<file path="config.mk">
export PLATFORM = sky130hd
export DESIGN_NAME = fcf_host
export DESIGN_NICKNAME = d
export VERILOG_FILES = /design/src/verilog/fcf_pkg.sv /design/src/verilog/fcf_host.sv /design/src/verilog/fcf_timer.sv
export SDC_FILE = /design/constraint.sdc
export NUM_CORES = 1
export LEC_CHECK = 0
export BUFFER_PORTS_ARGS = -buffer_cell sky130_fd_sc_hd__buf_2
export CELL_PAD_IN_SITES_DETAIL_PLACEMENT = 0
export CELL_PAD_IN_SITES_GLOBAL_PLACEMENT = 1
export CORE_MARGIN = 4
export CORE_UTILIZATION = 40
export DETAILED_ROUTE_END_ITERATION = 7
export GPL_ROUTABILITY_DRIVEN = 0
export PLACE_DENSITY = 0.71
export SETUP_SLACK_MARGIN = 0.2
export SYNTH_ARGS = -nofsm -noshare
export SYNTH_HDL_FRONTEND = slang
export SYNTH_SLANG_ARGS = --single-unit
export TNS_END_PERCENT = 10
</file>
<file path="constraint.sdc">
create_clock -name clk_sys -period 7.36 [get_ports clk_sys]
set_clock_uncertainty 0.2 [all_clocks]
set_input_delay 1.472 -clock clk_sys [delete_from_list [all_inputs] [get_ports clk_sys]]
set_output_delay 1.472 -clock clk_sys [all_outputs]
set_load 0.01 [all_outputs]
</file>
<file path="src/verilog/fcf_pkg.sv">
// Package with command codes, pin levels and timing counts for the flash host controller.
package fcf_pkg;

  // ----------------------------------------------------------------------
  // Command codes written to the command_front_end
  // ----------------------------------------------------------------------
  localparam logic [7:0] CMD_READ_ARRAY = 8'hFF;
  localparam logic [7:0] CMD_READ_ID    = 8'h90;
  localparam logic [7:0] CMD_READ_QUERY = 8'h98;
  localparam logic [7:0] CMD_READ_STAT  = 8'h70;
  localparam logic [7:0] CMD_CLR_STAT   = 8'h50;
  localparam logic [7:0] CMD_BUF_PROG   = 8'hE8;
  localparam logic [7:0] CMD_PROG       = 8'h40;
  localparam logic [7:0] CMD_ERASE      = 8'h20;
  localparam logic [7:0] CMD_SUSPEND    = 8'hB0;
  localparam logic [7:0] CMD_CONFIRM    = 8'hD0;
  localparam logic [7:0] CMD_LOCK_SETUP = 8'h60;
  localparam logic [7:0] CMD_LOCK_SET   = 8'h01;

  // ----------------------------------------------------------------------
  // Pin levels and field positions
  // ----------------------------------------------------------------------
  localparam logic [2:0] CE_ON          = 3'h0;  // {cs2, cs1, cs0} enabled.
  localparam logic [2:0] CE_OFF         = 3'h1;  // Only cs0 high: disabled.
  localparam int         READY_BIT      = 7;     // Buffer free / machine ready.
  localparam logic [4:0] CNT_MAX_BYTE   = 5'h1F;
  localparam logic [4:0] CNT_MAX_WORD   = 5'h0F;

  // ----------------------------------------------------------------------
  // Timing at a 100 ns clock
  // ----------------------------------------------------------------------
  localparam int CLK_NS       = 100;
  localparam int T_WE_NS      = 70;     // Least write strobe low time.
  localparam int T_ACC_NS     = 120;    // Least read access time.
  localparam int T_RST_LOW_NS = 25000;  // reset_low_width.
  localparam int T_RST_BSY_NS = 100;    // reset_recovery_busy.
  localparam int T_RST_WR_NS  = 1000;   // reset_to_write_delay.
  localparam int WE_CYC       = (T_WE_NS + CLK_NS - 1) / CLK_NS;
  localparam int ACC_CYC      = (T_ACC_NS + CLK_NS - 1) / CLK_NS;
  localparam int RST_LOW_CYC  = (T_RST_LOW_NS + CLK_NS - 1) / CLK_NS;
  localparam int RST_BSY_CYC  = (T_RST_LOW_NS + T_RST_BSY_NS) / CLK_NS;
  localparam int RST_WR_CYC   = (T_RST_WR_NS + CLK_NS - 1) / CLK_NS;

  // ----------------------------------------------------------------------
  // Operations on the command port and read modes
  // ----------------------------------------------------------------------
  typedef enum logic [3:0] {
    OP_READ, OP_SET_ARRAY, OP_SET_ID, OP_SET_QUERY, OP_SET_STATUS, OP_CLR_STATUS,
    OP_PROG, OP_BUF_PROG, OP_ERASE, OP_SUSPEND, OP_RESUME, OP_LOCK_SET,
    OP_LOCK_CLR, OP_RESET
  } fcf_op_e;

  typedef enum logic [1:0] {MODE_ARRAY, MODE_ID, MODE_QUERY, MODE_STATUS} fcf_mode_e;

endpackage

</file>
<file path="src/verilog/fcf_host.sv">
// Host controller that drives a parallel flash through its command pins.
`timescale 1ns/1ps
module fcf_host
  import fcf_pkg::*;
#(
  parameter int AW          = 23,
  parameter int RST_LOW_CNT = RST_LOW_CYC,
  parameter int RST_BSY_CNT = RST_BSY_CYC,
  parameter int RST_WR_CNT  = RST_WR_CYC
) (
  // Clock and reset
  input  wire logic          clk_sys,
  input  wire logic          rstn,
  // Command port
  input  wire logic          cmd_valid,
  input  wire fcf_op_e       cmd_op,
  input  wire logic [AW-1:0] cmd_addr,
  input  wire logic [15:0]   cmd_data,
  input  wire logic [4:0]    cmd_count,
  output logic               cmd_ready,
  output logic               done,
  output logic               err,
  output logic [15:0]        rdata,
  // Buffer data stream
  output logic               need_data,
  input  wire logic          wdata_valid,
  input  wire logic [15:0]   wdata,
  // Configuration levels
  input  wire logic          word_mode,
  input  wire logic          supply_ok,
  // Flash pins
  output logic               chip_select_0,
  output logic               chip_select_1,
  output logic               chip_select_2,
  output logic               we_n,
  output logic               oe_n,
  output logic               flash_rst_n,
  output logic [AW-1:0]      addr,
  output logic [15:0]        dq_out,
  output logic               dq_oe,
  input  wire logic [15:0]   dq_in,
  input  wire logic          busy_indicator
);

  // ----------------------------------------------------------------------
  // Parameter check and state
  // ----------------------------------------------------------------------
  if (RST_LOW_CNT < 1 || RST_LOW_CNT > 511 || RST_BSY_CNT < 1 || RST_BSY_CNT > 511 ||
      RST_WR_CNT < 1 || RST_WR_CNT > 511 || AW < 8) begin : g_bad
    $error("fcf_host parameter out of range");
  end

  typedef enum logic [9:0] {
    ST_IDLE = 10'h001, ST_WSETUP = 10'h002, ST_WPULSE = 10'h004, ST_WHOLD = 10'h008,
    ST_RACC = 10'h010, ST_NEXT = 10'h020, ST_DATA = 10'h040, ST_RLOW = 10'h080,
    ST_RBUSY = 10'h100, ST_RREC = 10'h200
  } fcf_state_e;

  fcf_state_e      state_reg;
  fcf_op_e         op_reg;
  fcf_mode_e       mode_reg;
  logic [AW-1:0]   addr_reg, waddr_reg;
  logic [15:0]     data_reg, wbuf_reg, rd_reg;
  logic [4:0]      cnt_reg;
  logic [5:0]      step_reg;
  logic            polled_reg, wcmd_reg;
  logic [2:0]      ce_reg;
  logic            tmr_start;
  logic [8:0]      tmr_load;
  logic            tmr_done;
  logic [5:0]      last_step;
  logic            alter_op;

  // Operations that alter the array, refused under lockout supply.
  assign alter_op  = cmd_op inside {OP_PROG, OP_BUF_PROG, OP_ERASE, OP_LOCK_SET, OP_LOCK_CLR};
  assign last_step = 6'({1'b0, cnt_reg}) + 6'd3;
  assign {chip_select_2, chip_select_1, chip_select_0} = ce_reg;

  fcf_timer #(.W(9)) u_timer (
    .clk_sys (clk_sys),
    .rstn    (rstn),
    .start   (tmr_start),
    .load    (tmr_load),
    .expired (tmr_done)
  );

  // ----------------------------------------------------------------------
  // Sequencer: command port, pin phases and multi-cycle command sequences
  // ----------------------------------------------------------------------
  always_ff @(posedge clk_sys or negedge rstn) begin
    if (!rstn) begin
      state_reg <= ST_IDLE;   op_reg   <= OP_READ;   mode_reg <= MODE_ARRAY;
      addr_reg  <= '0;        waddr_reg <= '0;       data_reg <= 16'h0000;
      wbuf_reg  <= 16'h0000;  rd_reg   <= 16'h0000;  cnt_reg  <= 5'h00;
      step_reg  <= 6'h00;     polled_reg <= 1'b0;    wcmd_reg <= 1'b0;
      ce_reg    <= CE_OFF;    we_n     <= 1'b1;      oe_n     <= 1'b1;
      flash_rst_n <= 1'b1;    addr     <= '0;        dq_out   <= 16'h0000;
      dq_oe     <= 1'b0;      cmd_ready <= 1'b1;     done     <= 1'b0;
      err       <= 1'b0;      rdata    <= 16'h0000;  need_data <= 1'b0;
      tmr_start <= 1'b0;      tmr_load <= 9'h000;
    end else begin
      done      <= 1'b0;
      tmr_start <= 1'b0;
      case (state_reg)
        ST_IDLE: begin
          if (cmd_valid && cmd_ready) begin
            cmd_ready <= 1'b0;
            err <= 1'b0;
            op_reg <= cmd_op;
            addr_reg <= cmd_addr;
            data_reg <= cmd_data;
            cnt_reg <= cmd_count;
            step_reg <= 6'h00;
            polled_reg <= 1'b0;
            waddr_reg <= cmd_addr;
            wcmd_reg <= 1'b1;
            if (alter_op && !supply_ok) begin
              err <= 1'b1;
              done <= 1'b1;
              cmd_ready <= 1'b1;
            end else if (cmd_op == OP_BUF_PROG &&
                         cmd_count > (word_mode ? CNT_MAX_WORD : CNT_MAX_BYTE)) begin
              err <= 1'b1;
              done <= 1'b1;
              cmd_ready <= 1'b1;
            end else if (cmd_op == OP_READ) begin
              ce_reg <= CE_ON;
              addr <= cmd_addr;
              oe_n <= 1'b0;
              tmr_load <= 9'(ACC_CYC);
              tmr_start <= 1'b1;
              state_reg <= ST_RACC;
            end else if (cmd_op == OP_RESET) begin
              flash_rst_n <= 1'b0;
              tmr_load <= 9'(RST_LOW_CNT);
              tmr_start <= 1'b1;
              state_reg <= ST_RLOW;
            end else begin
              // First cycle code; the upper byte stays zero in command writes.
              case (cmd_op)
                OP_SET_ARRAY:  wbuf_reg <= {8'h00, CMD_READ_ARRAY};
                OP_SET_ID:     wbuf_reg <= {8'h00, CMD_READ_ID};
                OP_SET_QUERY:  wbuf_reg <= {8'h00, CMD_READ_QUERY};
                OP_SET_STATUS: wbuf_reg <= {8'h00, CMD_READ_STAT};
                OP_CLR_STATUS: wbuf_reg <= {8'h00, CMD_CLR_STAT};
                OP_PROG:       wbuf_reg <= {8'h00, CMD_PROG};
                OP_BUF_PROG:   wbuf_reg <= {8'h00, CMD_BUF_PROG};
                OP_ERASE:      wbuf_reg <= {8'h00, CMD_ERASE};
                OP_SUSPEND:    wbuf_reg <= {8'h00, CMD_SUSPEND};
                OP_RESUME:     wbuf_reg <= {8'h00, CMD_CONFIRM};
                default:       wbuf_reg <= {8'h00, CMD_LOCK_SETUP};
              endcase
              state_reg <= ST_WSETUP;
            end
          end
        end
        ST_WSETUP: begin
          // Address, data and select settle while output enable stays high.
          ce_reg <= CE_ON;
          addr <= waddr_reg;
          dq_out <= wbuf_reg;
          dq_oe <= 1'b1;
          oe_n <= 1'b1;
          we_n <= 1'b0;
          tmr_load <= 9'(WE_CYC);
          tmr_start <= 1'b1;
          state_reg <= ST_WPULSE;
        end
        ST_WPULSE: begin
          if (tmr_done) begin
            we_n <= 1'b1;  // Strobe rises first, so the latch edge is the strobe's.
            state_reg <= ST_WHOLD;
          end
        end
        ST_WHOLD: begin
          ce_reg <= CE_OFF;
          dq_oe <= 1'b0;
          step_reg <= step_reg + 6'd1;
          state_reg <= ST_NEXT;
        end
        ST_RACC: begin
          if (tmr_done) begin
            rd_reg <= dq_in;
            oe_n <= 1'b1;
            ce_reg <= CE_OFF;
            state_reg <= ST_NEXT;
          end
        end
        ST_NEXT: begin
          state_reg <= ST_WSETUP;
          wcmd_reg <= 1'b1;
          waddr_reg <= addr_reg;
          case (op_reg)
            OP_PROG: begin
              wbuf_reg <= data_reg;
              wcmd_reg <= 1'b0;
            end
            OP_ERASE, OP_LOCK_CLR: wbuf_reg <= {8'h00, CMD_CONFIRM};
            OP_LOCK_SET:           wbuf_reg <= {8'h00, CMD_LOCK_SET};
            OP_BUF_PROG: begin
              wbuf_reg <= {8'h00, CMD_CONFIRM};
              if (step_reg == 6'd1 && !(polled_reg && rd_reg[READY_BIT])) begin
                polled_reg <= 1'b1;  // Read extended_status until a buffer is free.
                ce_reg <= CE_ON;
                addr <= addr_reg;
                oe_n <= 1'b0;
                tmr_load <= 9'(ACC_CYC);
                tmr_start <= 1'b1;
                state_reg <= ST_RACC;
              end else if (step_reg == 6'd1) begin
                wbuf_reg <= {11'h000, cnt_reg};
              end else if (step_reg < last_step) begin
                need_data <= 1'b1;
                state_reg <= ST_DATA;
              end
            end
            default: wbuf_reg <= 16'h0000;
          endcase
          // Sequence end: the last write (data, confirm or lock code) has gone out or the op had one cycle.
          if ((op_reg == OP_READ) || (op_reg == OP_PROG && step_reg == 6'd2) ||
              (op_reg inside {OP_ERASE, OP_LOCK_SET, OP_LOCK_CLR} && step_reg == 6'd2) ||
              (op_reg == OP_BUF_PROG && step_reg > last_step) ||
              (op_reg inside {OP_SET_ARRAY, OP_SET_ID, OP_SET_QUERY, OP_SET_STATUS,
                              OP_CLR_STATUS, OP_SUSPEND, OP_RESUME})) begin
            state_reg <= ST_IDLE;
            tmr_start <= 1'b0;
            done <= 1'b1;
            cmd_ready <= 1'b1;
          end
          // Returned data in the current read mode.
          if (op_reg == OP_READ) begin
            if (mode_reg == MODE_STATUS && !busy_indicator) begin
              rdata <= {8'h00, rd_reg[7], 7'h00};
            end else if (word_mode && (mode_reg == MODE_ID || mode_reg == MODE_QUERY)) begin
              rdata <= {8'h00, rd_reg[7:0]};
            end else begin
              rdata <= rd_reg;
            end
          end
          // Mode that the device now answers reads in.
          case (op_reg)
            OP_SET_ARRAY: mode_reg <= MODE_ARRAY;
            OP_SET_ID:    mode_reg <= MODE_ID;
            OP_SET_QUERY: mode_reg <= MODE_QUERY;
            OP_READ:      mode_reg <= mode_reg;
            default:      mode_reg <= (op_reg == OP_RESUME) ? mode_reg : MODE_STATUS;
          endcase
        end
        ST_DATA: begin
          if (wdata_valid) begin
            need_data <= 1'b0;
            wbuf_reg <= wdata;
            wcmd_reg <= 1'b0;
            waddr_reg <= addr_reg + AW'(step_reg - 6'd2);
            state_reg <= ST_WSETUP;
          end
        end
        ST_RLOW: begin
          if (tmr_done) begin
            flash_rst_n <= 1'b1;
            mode_reg <= MODE_ARRAY;
            tmr_load <= 9'(RST_BSY_CNT);
            tmr_start <= 1'b1;
            state_reg <= ST_RBUSY;
          end
        end
        ST_RBUSY: begin
          // busy_indicator must rise within the reset window.
          if (busy_indicator || tmr_done) begin
            err <= !busy_indicator;
            tmr_load <= 9'(RST_WR_CNT);
            tmr_start <= 1'b1;
            state_reg <= ST_RREC;
          end
        end
        ST_RREC: begin
          if (tmr_done) begin
            done <= 1'b1;
            cmd_ready <= 1'b1;
            state_reg <= ST_IDLE;
          end
        end
        default: state_reg <= ST_IDLE;
      endcase
    end
  end
endmodule

</file>
<file path="src/verilog/fcf_timer.sv">
// Down counter that times pin phases in clock cycles.
`timescale 1ns/1ps
module fcf_timer #(
  parameter int W = 9
) (
  // Clock and reset
  input  wire logic         clk_sys,
  input  wire logic         rstn,
  // Control
  input  wire logic         start,
  input  wire logic [W-1:0] load,
  output logic              expired
);

  logic [W-1:0] count_reg;

  // Loads on start and counts down to zero.
  always_ff @(posedge clk_sys or negedge rstn) begin
    if (!rstn) begin
      count_reg <= '0;
    end else if (start) begin
      count_reg <= load;
    end else if (count_reg != '0) begin
      count_reg <= count_reg - 1'b1;
    end
  end

  // Expiry is hidden in the cycle that starts a new count.
  assign expired = (count_reg == '0) && !start;

endmodule
</file>
# Word-level counts from Yosys, hierarchy flattened
# Memories as Yosys holds them, arrays and structs flattened.
# Cells that the tools add are included.
[totals] mem_bits_ro=128 register_bits=207 inputBits=87 memories=1
[mem_list] name="(name not given)" words=16 width=8 rd=1 rd_ports_with_merged_regs=0 write_ports=0 line_no="fcf_host.sv:140" rtl="case (cmd_op)"
[op_classes] muxes=113 n_reduce_logical=62 eq_ne=55 n_addsub=5 order_cmp=3
[ops] op="$mux W23" n=8
[ops] op="$pmux W23 S3" n=2
[ops] op="$mux W16" n=8
[ops] op="$mux W10" n=10
[ops] op="$pmux W10 S10" n=1
[ops] op="$mux W9" n=11
[ops] op="$pmux W16 S4" n=1
[ops] op="$pmux W16 S3" n=1
[ops] op="$pmux W9 S5" n=1
[ops] op="$ne A2 B2 Y1 const B" n=20
[ops] op="$mux W1" n=37
[ops] op="$eq A4 B4 Y1 const B" n=9
[ops] op="$mux W8" n=4
[ops] op="$mux W7" n=4
[ops] op="$eq A4 B3 Y1 const B" n=6
[ops] op="$add A23 B23 Y23" n=1
[ops] op="$mux W3" n=7
[ops] op="$reduce_and A7 Y1" n=3
[ops] op="$reduce_and A9 Y1" n=2
[ops] op="$reduce_bool A2 Y1" n=9
[ops] op="$reduce_and A8 Y1" n=2
[ops] op="$pmux W3 S5" n=1
[ops] op="$reduce_bool A5 Y1" n=3
[ops] op="$pmux W1 S2" n=6
[ops] op="other kinds (48)" n=81

# Depth between registers and ports, before layout
# Gate-level depths: netlist of the first run.
[depth] word_depth=8 mapped_depth=13

# Cells and area by module
# Synthesis of the first run repeated with hierarchy kept, for this count alone.
[hier_totals] hier_cells=1306 hier_area_um2=11363.4
[modules_own_cells] module="fcf_host" cells_per_inst=1245 n_inst=1 area_per_inst_um2=10816.6 seq_area_each_um2=4787.1
[modules_own_cells] module="fcf_timer" cells_per_inst=61 n_inst=1 area_per_inst_um2=546.8 seq_area_each_um2=225.2

# Worst setup path before layout of the first run
# No wires, ideal clock.
[synth_path] kind="reg-to-reg" startpoint="register step_reg[3]" endpoint="register waddr_reg[16]" stages_incl_launch_ff=13 arrival_ps=3142 setup_slack_ps=3888 period_less_slack_ps=3472 required_ps=7030 path_cell_list="dfrtp_1 > clkbuf_1 > nor4_1 > and2_1 > ha_1 > clkbuf_1 > o21ai_0 > a21oi_1 > a41oi_1 > o41ai_1 > xor2_1 > a222oi_1 > a21oi_1"
[synth_via] elab_chain_cells=4
[synth_rtl] element="start: declaration" line_no="fcf_host.sv:65" rtl="logic [5:0] step_reg;"
[synth_rtl] element="start signal: assignment" line_no="fcf_host.sv:178" rtl="step_reg <= step_reg + 6'd1;"
[synth_rtl] element="$sub A6 B2 Y7" line_no="fcf_host.sv:254" rtl="waddr_reg <= addr_reg + AW'(step_reg - 6'd2);"
[synth_rtl] element="$add A23 B23 Y23" line_no="fcf_host.sv:254"
[synth_rtl] element="$mux W23" line_no="fcf_host.sv:250" rtl="if (wdata_valid) begin"
[synth_rtl] element="$pmux W23 S3" line_no="fcf_host.sv:104" rtl="case (state_reg)"
[synth_rtl] element="end signal: assignment" line_no="fcf_host.sv:115" rtl="waddr_reg <= cmd_addr;"
[synth_rtl] element="end signal: assignment" line_no="fcf_host.sv:192" rtl="waddr_reg <= addr_reg;"
[synth_rtl] element="end signal: assignment" line_no="fcf_host.sv:254"
[synth_rtl] element="end: declaration" line_no="fcf_host.sv:62" rtl="logic [AW-1:0] addr_reg, waddr_reg;"
# No other way between the ends. The select of a mux whose other input is x is not followed.
# A chain may end at the register's enable or synchronous reset.

# Final worst setup path of the first run
# Ends and elaborated chain as after synthesis.

==> results of run 1 <==
[metrics by stage]
stage / cell area [µm²] / setup slack, ns
CTS: 12460 / 3.106
finish: 12460 / 3.060
detailed placement: 11840 / 3.156
global route: 12460 / 2.770
floorplan: 10880 / 3.888
global placement: 11840 / 3.211
[final cells by class]
cell class              count  area [µm²]  area share [%]
flip-flops and latches    200        5012           40.21
well taps                 341       426.7           3.423
clock inverters            14       185.2           1.486
inverters                  20       75.07          0.6023
clock buffers              18       439.2           3.523
multi-input cells         927        5507           44.18
repair buffers            158       819.5           6.575
[cell usage after synthesis, types with 20 or more instances]
library cell / count
a21oi_1: 82
dfrtp_1: 194
xor2_1: 20
o21ai_0: 106
inv_1: 20
nor2_1: 78
clkbuf_1: 32
nand2_1: 290
a22o_1: 24
mux2_2: 33
ha_1: 43
nand3_1: 24
buf_2: 23
[power by group]
group          total, W  leakage [nW]  switching [W]  internal (W)
clock network  0.000988         0.299       0.000488      0.000500
registers       0.00181          2.48       0.000321       0.00149
logic           0.00208          3.24        0.00125      0.000827
[worst paths after layout]
path,to,start,slack (ns),cells past startpoint
max,waddr_reg[16],step_reg[3],3.06,10
min reg2reg,data_reg[13],data_reg[13],0.27,2
max in group asynchronous,addr[1],rstn,4.79,2
min in group asynchronous,dq_out[11],rstn,0.85,1
max reg2reg,waddr_reg[16],step_reg[3],3.06,10
min,data_reg[13],data_reg[13],0.27,2
[layout by cell type, fill, tap and decap left out, types with 13 or more instances in the layout]
master,n
o21ai_1,13
nor2_1,76
o21ai_0,105
nand3_1,23
clkbuf_16,17
a21oi_1,82
ha_1,43
nand2_1,290
inv_1,20
a21o_1,14
a221oi_1,16
xnor2_1,16
a22oi_1,14
mux2_2,33
nor3_1,13
a22o_1,24
xor2_1,20
dfrtp_1,194
buf_2,149
[tightest hold or removal path: cells and delay by family, from the launching register on]
family | cells | cell delay, ns
flip-flops | 1 | 0.34
AND/OR/NAND/NOR | 2 | 0.10
[kinds of logic after synthesis]
family                   share of synthesized area (%)
AO/OA/AOI/OAI                                    18.81
XOR/XNOR                                         2.900
buffers and inverters                            3.532
adder cells (fa/ha/maj)                          5.132
flip-flops                                       46.09
multiplexers                                     3.601
AND/OR/NAND/NOR                                  19.89
other                                          0.03449
[routing by layer]
layer / share of wire (%) / vias up / wire, µm / track usage, %
met5: 0 / - / 0 / 0
met4: 1.4 / 0 / 435 / 5.288
met3: 3.5 / 33 / 1067 / 2.624
met2: 47 / 199 / 14250 / 32.93
met1: 48 / 4359 / 14390 / 28.58
li1: - / 4478 / - / -
==> results_dict.tcl, run 1 <==
set metrics [dict create \
    status "complete, no violations" \
    finalMaxSlewViolations 0 \
    synthToLayoutAreaGrowth_pct 14.62 \
    final_nets 1455 \
    io_pins 153 \
    finalNonFillerCells 1678 \
    synth.area.top_cells "dfrtp_1 45%, nand2_1 10%, ha_1 4.9%" \
    cts_hold_buf 0 \
    critPathCaptureType "flop" \
    synthCells 1210 \
    path_class "flop to flop" \
    postRouteAntennaNets 0 \
    whs_ns 0.2703 \
    cts.repair.resized 0 \
    grt_pass1_vias 8893 \
    grt_first_pass_wirelength_mm 49.24 \
    start_util_pct 40.46 \
    cp_common_cell "a21oi_1" \
    nFillCells 2667 \
    dp_hpwl_mm 21.27 \
    via_per_inst 5.405 \
    num_rows 60 \
    dieArea_mm2 0.02989 \
    setup-tns-final_ns 0 \
    worstPathMaxFanout 17 \
    max_freq_mhz 232.5 \
    crit_required_ns 7.44 \
    p_leak_nw 6.022 \
    async_reset_ff_share_pct 100.0 \
    synth_top_area_share_pct 44.64 \
    grt_usage_pct 20.17 \
    slowest_stage "and2_1" \
    wl_per_cell_um 17.96 \
    slew_headroom_pct 19.68 \
    overflow 0 \
    dieHeight_um 172.9 \
    drive_gt1_share_pct 18.62 \
    critPathMaxStageDelay_ns 0.75 \
    fp.dieW_um 172.9 \
    period_share_pct 58.43 \
    drv_cap 0 \
    clock_sinks 200 \
    fin_util_pct 46.38 \
    synth_edf_count 0 \
    cts.htree.levels 4 \
    avgSynthCellArea_um2 8.987 \
    cp_num_buf_inv 0 \
    clk_pin_slew_ns 0.08 \
    startpoint_type "flop" \
    ys_seq_area_share_pct 46.09 \
    worst_pin_slew_ns 1.201 \
    ys_warn_count 0 \
    ys.flop_type "dfrtp_1" \
    mappedNetlistArea_mm2 0.01087 \
    antenna_cells 0 \
    finalPower_w 0.004873 \
    coreArea_mm2 0.02688 \
    vdd_drop_max_v 0.0001562 \
    crit_chain "nor4_1 -> and2_1 -> ha_1 -> o21ai_0 -> a21oi_1 -> a41oi_1 -> o41ai_1 -> xor2_1 -> a222oi_1 -> a21oi_1" \
    postCtsSetupBuffers 0 \
    numPortBuffers 150 \
    cts_buffers 17 \
    largest_reg_flops 46 \
    ys_types 73 \
    ys_ff_latch 200 \
    insertion_delay_ns 0.44 \
    post-route-drc-count 0 \
    power_density_mw_per_mm2 391.0 \
    rsz0062_at_grt "false" \
    hold_viol_final 0 \
    routed_wl_mm 30.14 \
    drt_first_pass_iters 5 \
    dp_cells 1646 \
    path_delay_family "compound AO/OA/AOI/OAI gates" \
    drtIter0Drc 891 \
    synth_top_cell_by_area "dfrtp_1" \
    antenna_found_initial 0 \
    grt_max_degree 86 \
    root_buffer "clkbuf_16" \
    cts_tree "done" \
    clk_path_buf_depth 2 \
    setup_violations 0 \
    worstPathArrival_ns 4.38 \
    fin_crit_ns 4.300 \
    hold_path_class "flop to flop" \
    vias 9069 \
]
Note: power is estimated with default switching activity, not from simulation.
==> inputs of run 2 (changes only) <==
--- a/config.mk
+++ b/config.mk
@@ -12,7 +12,7 @@
 export CORE_UTILIZATION = 40
 export DETAILED_ROUTE_END_ITERATION = 7
 export GPL_ROUTABILITY_DRIVEN = 0
-export PLACE_DENSITY = 0.71
+export PLACE_DENSITY = 0.74
 export SETUP_SLACK_MARGIN = 0.2
 export SYNTH_ARGS = -nofsm -noshare
 export SYNTH_HDL_FRONTEND = slang
==> constraint.sdc (replaced) <==
create_clock -name clk_sys -period 3.7 [get_ports clk_sys]
set_clock_uncertainty 0.2 [all_clocks]
set_input_delay 0.74 -clock clk_sys [delete_from_list [all_inputs] [get_ports clk_sys]]
set_output_delay 0.74 -clock clk_sys [all_outputs]
set_load 0.01 [all_outputs]
==> run 2 against run 1 <==
Against the previous run:
- critical path type unchanged
- sequential share of layout area fell by 0.69 points
- clock power grew 89%
- critical endpoint is now waddr_reg[13]
- power increased by 100%
- sequential cell count did not move
- sequential power grew 98%
- clock-buffer cell count up 1
- largest power group unchanged
- non-clock buffer count up 30
- setup slack worse by 2.6 ns
- fmax increased by 33%
- worst hold slack got worse by 0.16 ns
==> results_dict.tcl, run 2 (same netlist as run 1, synthesis figures left out) <==
set metrics [dict create \
    status "complete, no violations" \
    crit_chain "nor3_1 -> xor2_1 -> ha_1 -> a21o_1 -> a31o_2 -> o211a_1 -> nor2_1 -> o21ai_0 -> xnor2_1 -> a222oi_1 -> a21oi_1" \
    grt_first_pass_wirelength_mm 50.94 \
    post-route-drc-count 0 \
    slowest_stage "dfrtp_1" \
    hold_path_class "primary input to asynchronous set/reset pin" \
    coreArea_mm2 0.02688 \
    drt_first_pass_iters 5 \
    dp_hpwl_mm 22.56 \
    clk_path_buf_depth 2 \
    final_common_cell "nand2_1" \
    grt_max_degree 77 \
    postRouteAntennaNets 0 \
    numPortBuffers 150 \
    synthToLayoutAreaGrowth_pct 16.63 \
    worstPathMaxFanout 8 \
    critPathCaptureType "flop" \
    critPathMaxStageDelay_ns 0.48 \
    drtIter0Drc 767 \
    hold_viol_final 0 \
    period_share_pct 87.62 \
    multi_input_area_mm2 0.005517 \
    insertion_delay_ns 0.45 \
    postCtsSetupBuffers 0 \
    setup-tns-final_ns 0 \
    cts_tree "done" \
    dieHeight_um 172.9 \
    cts.htree.levels 4 \
    overflow 0 \
    fp.dieW_um 172.9 \
    wl_per_cell_um 18.06 \
    grt_usage_pct 20.82 \
    nFillCells 2680 \
    startpoint_type "flop" \
    drive_gt1_share_pct 20.56 \
    power_density_mw_per_mm2 774.9 \
    setup_violations 0 \
    final_nets 1485 \
    slew_headroom_pct 46.23 \
    rsz0062_at_grt "true" \
    fin_util_pct 47.19 \
    worst_pin_slew_ns 0.8005 \
    cts_hold_buf 0 \
    largest_reg_flops 46 \
    vias 9299 \
    layout_common_cells "290 x nand2_1, 194 x dfrtp_1, 149 x buf_2, 105 x o21ai_0, 82 x a21oi_1" \
    p_leak_nw 6.161 \
    io_pins 153 \
    fin_crit_ns 3.242 \
    seq_area_mm2 0.005012 \
    whs_ns 0.1114 \
    path_class "flop to flop" \
    grt_pass1_vias 9405 \
    cts_buffers 17 \
    crit_required_ns 3.82 \
    clk_pin_slew_ns 0.08 \
    via_per_inst 5.441 \
    num_rows 60 \
    finalMaxSlewViolations 0 \
    start_util_pct 40.46 \
    dieArea_mm2 0.02989 \
    worstPathArrival_ns 3.37 \
    drv_cap 0 \
    max_freq_mhz 308.5 \
    antenna_found_initial 1 \
    cts.repair.resized 0 \
    vdd_drop_max_v 0.0003379 \
    routed_wl_mm 30.86 \
    root_buffer "clkbuf_16" \
    clock_sinks 200 \
]
## run 2: worst paths after layout
| path | from | to | slack (ns) | cells past startpoint |
|---|---|---|---|---|
| worst max-delay path | step_reg[2] | waddr_reg[13] | 0.46 | 11 |
| worst min-delay path | rstn | wbuf_reg[10] | 0.11 | 1 |
| worst max register to register | step_reg[2] | waddr_reg[13] | 0.46 | 11 |
| worst min register to register | data_reg[11] | data_reg[11] | 0.27 | 2 |
| max in group asynchronous | rstn | cmd_ready | 2.26 | 2 |
| min in group clk_sys | data_reg[11] | data_reg[11] | 0.27 | 2 |
## run 2: cell type report
class                   instances  share of cell area, %
clock inverters                13                  1.075
inverters                      20                 0.5919
repair buffers                188                  8.435
diodes                          1                0.01973
multi-input cells             927                  43.50
clock buffers                  19                  3.492
flip-flops and latches        200                  39.52
well taps                     341                  3.364
## run 2: metal layers
layer	global-route usage (%)	share of wire [%]	vias up
li1	-	-	4537
met1	28.96	47	4517
met2	34.16	47	217
met3	3.345	4.4	28
met4	5.421	1.5	0
met5	0	0	-
## run 2: per-stage QoR
step	instance area [µm²]	power, W	setup WS [ns]	std cells
floorplan	10880	0.006620	0.2276	1211
global placement	12090	0.007887	0.3906	1676
detailed placement	12090	0.007956	0.3433	1676
CTS	12660	0.009861	0.2909	1708
global route	12680	0.01068	0.1561	1709
finish	12680	0.009827	0.4581	1709
## run 2: worst max-delay path, delay by kind of cell (launching register included)
kind	cells	cell delay, ns
compound gates	6	1.24
xor+xnor	2	0.34
fa+ha+maj	1	0.31
flops	1	0.48
simple gates	2	0.55
## run 2: power by group
group | total [W] | switching (W) | internal, W | leakage [nW]
Clock | 0.00187 | 0.000957 | 0.000918 | 0.278
Combinational | 0.00437 | 0.00257 | 0.00179 | 3.40
Sequential | 0.00359 | 0.000633 | 0.00295 | 2.48
Total | 0.00983 | 0.00416 | 0.00566 | 6.16
==> inputs of run 3 (changes only) <==
--- a/config.mk
+++ b/config.mk
@@ -12,7 +12,7 @@
 export CORE_UTILIZATION = 40
 export DETAILED_ROUTE_END_ITERATION = 7
 export GPL_ROUTABILITY_DRIVEN = 0
-export PLACE_DENSITY = 0.74
+export PLACE_DENSITY = 0.71
 export SETUP_SLACK_MARGIN = 0.2
 export SYNTH_ARGS = -nofsm -noshare
 export SYNTH_HDL_FRONTEND = slang
==> constraint.sdc (replaced) <==
create_clock -name clk_sys -period 3.25 [get_ports clk_sys]
set_clock_uncertainty 0.2 [all_clocks]
set_input_delay 0.65 -clock clk_sys [delete_from_list [all_inputs] [get_ports clk_sys]]
set_output_delay 0.65 -clock clk_sys [all_outputs]
set_load 0.01 [all_outputs]
==> run 3 against run 2 <==
Against the previous run:
- register-to-register slack got worse by 0.31 ns
- fmax grew 4.6%
- worst hold slack better by 0.089 ns
- cell area is 3.3% higher
- clock power up 14%
- via count grew 0.55%
- clock-buffer cell count shrank 1
- setup slack worse by 0.31 ns
- largest cell class unchanged
- wire length is 2.1% higher
- die area stayed put
- cell count increased by 1.5%
- combinational power increased by 27%
==> results_dict.tcl, run 3 (same netlist as run 1, synthesis figures left out) <==
set metrics [dict create \
    crit_chain "inv_2 -> ha_4 -> inv_2 -> ha_4 -> nor2b_4 -> o21ai_2 -> o211ai_1 -> a41oi_2 -> o41ai_4 -> xor2_1 -> a222oi_1 -> a21oi_1" \
    startpoint_type "flop" \
    worst_pin_slew_ns 0.7730 \
    io_pins 153 \
    numPortBuffers 150 \
    clk_path_buf_depth 2 \
    slowest_stage "dfrtp_2" \
    power_density_mw_per_mm2 900.1 \
    drv_cap 0 \
    rsz0062_at_grt "true" \
    grt_first_pass_wirelength_mm 50.82 \
    synthToLayoutAreaGrowth_pct 20.50 \
    worstPathMaxFanout 7 \
    slew_headroom_pct 48.41 \
    cts_tree "done" \
    cp_num_buf_inv 2 \
    p_leak_nw 6.354 \
    cts.htree.levels 4 \
    dieHeight_um 172.9 \
    max_freq_mhz 322.6 \
    num_rows 60 \
    wl_per_cell_um 18.18 \
    grt_pass1_vias 9185 \
    hold_path_class "primary input to flop" \
    cts_buffers 17 \
    nFillCells 2625 \
    finalMaxSlewViolations 0 \
    overflow 0 \
    post-route-drc-count 0 \
    path_delay_family "compound AO/OA/AOI/OAI gates" \
    drt_first_pass_iters 6 \
    clock_sinks 200 \
    drive_gt1_share_pct 23.55 \
    grt_usage_pct 20.86 \
    setup_violations 0 \
    layout_common_cells "290 x nand2_1, 192 x dfrtp_1, 149 x buf_2, 103 x o21ai_0, 81 x a21oi_1" \
    final_common_cell "nand2_1" \
    hold_viol_final 0 \
    insertion_delay_ns 0.44 \
    grt_max_degree 61 \
    via_per_inst 5.392 \
    critPathCaptureType "flop" \
    antenna_found_initial 0 \
    antenna_cells 0 \
    largest_reg_flops 46 \
    status "complete, no violations" \
    fin_util_pct 48.76 \
    drtIter0Drc 649 \
    vdd_drop_max_v 0.0004124 \
    path_class "flop to flop" \
    setup-tns-final_ns 0 \
    coreArea_mm2 0.02688 \
    worstPathArrival_ns 3.22 \
    clk_pin_slew_ns 0.09 \
    crit_required_ns 3.37 \
    critPathMaxStageDelay_ns 0.48 \
    whs_ns 0.2003 \
    postRouteAntennaNets 0 \
    root_buffer "clkbuf_16" \
    fin_crit_ns 3.100 \
    vias 9350 \
    routed_wl_mm 31.52 \
    period_share_pct 95.37 \
    final_nets 1511 \
    dp_hpwl_mm 22.97 \
    start_util_pct 40.46 \
    dieArea_mm2 0.02989 \
    fp.dieW_um 172.9 \
]
==> run 3: worst min-delay path, cell delays in order <==
cell and delay [ns]:
buf_2 0.07, nand2_1 0.04, nand2_1 0.05
==> run 3: per-layer routing <==
layer | GRT usage [%] | wire length (µm) | vias up
met5 | 0 | 0 | -
met4 | 6.319 | 650 | 0
met3 | 3.411 | 1272 | 43
met2 | 34.26 | 14930 | 243
met1 | 28.58 | 14660 | 4472
li1 | - | - | 4592
==> run 3: worst paths after layout <==
path	start	endpoint	slack [ns]	cells after the start
min	cmd_data[11]	data_reg[11]	0.20	3
max in group asynchronous	rstn	ce_reg[0]	1.54	3
min reg2reg	data_reg[10]	data_reg[10]	0.27	2
max reg2reg	step_reg[2]	waddr_reg[16]	0.15	12
min in group asynchronous	rstn	dq_out[11]	0.54	2
max	step_reg[2]	waddr_reg[16]	0.15	12
==> run 3: repair_timing <==
item | in CTS | in global routing
endpoints found under the setup margin | 11 | 22
resized for setup | 1 | 27
hold buffers | 1 | 0
hold endpoints to repair | 12 | 0
buffers inserted | 0 | 10
pin swaps | 0 | 16
==> run 3: area by class of cell <==
cell class	count	area (µm²)	area share, %
multi-input cells	927	5664	43.23
well taps	341	426.7	3.256
clock buffers	18	429.2	3.275
repair buffers	214	1343	10.25
clock inverters	14	151.4	1.155
inverters	20	75.07	0.5729
flip-flops and latches	200	5015	38.27
==> run 3: power breakdown <==
group          switching [W]  total, W  internal [W]  leakage, nW
clock                0.00110   0.00213       0.00103        0.282
combinational        0.00314   0.00557       0.00243         3.59
sequential          0.000730   0.00410       0.00337         2.48
total                0.00496    0.0118       0.00683         6.35
==> run 3: stage by stage <==
step | cell area (µm²) | instances | total power (W) | worst slack (ns)
6_report | 13100 | 1734 | 0.01180 | 0.1504
4_1_cts | 12900 | 1724 | 0.01144 | 0.08880
3_3_place_gp | 12300 | 1691 | 0.009201 | 0.1478
3_5_place_dp | 12300 | 1691 | 0.009256 | 0.09906
2_1_floorplan | 10900 | 1211 | 0.007573 | 0.2469
5_1_grt | 13100 | 1734 | 0.01275 | -0.03810
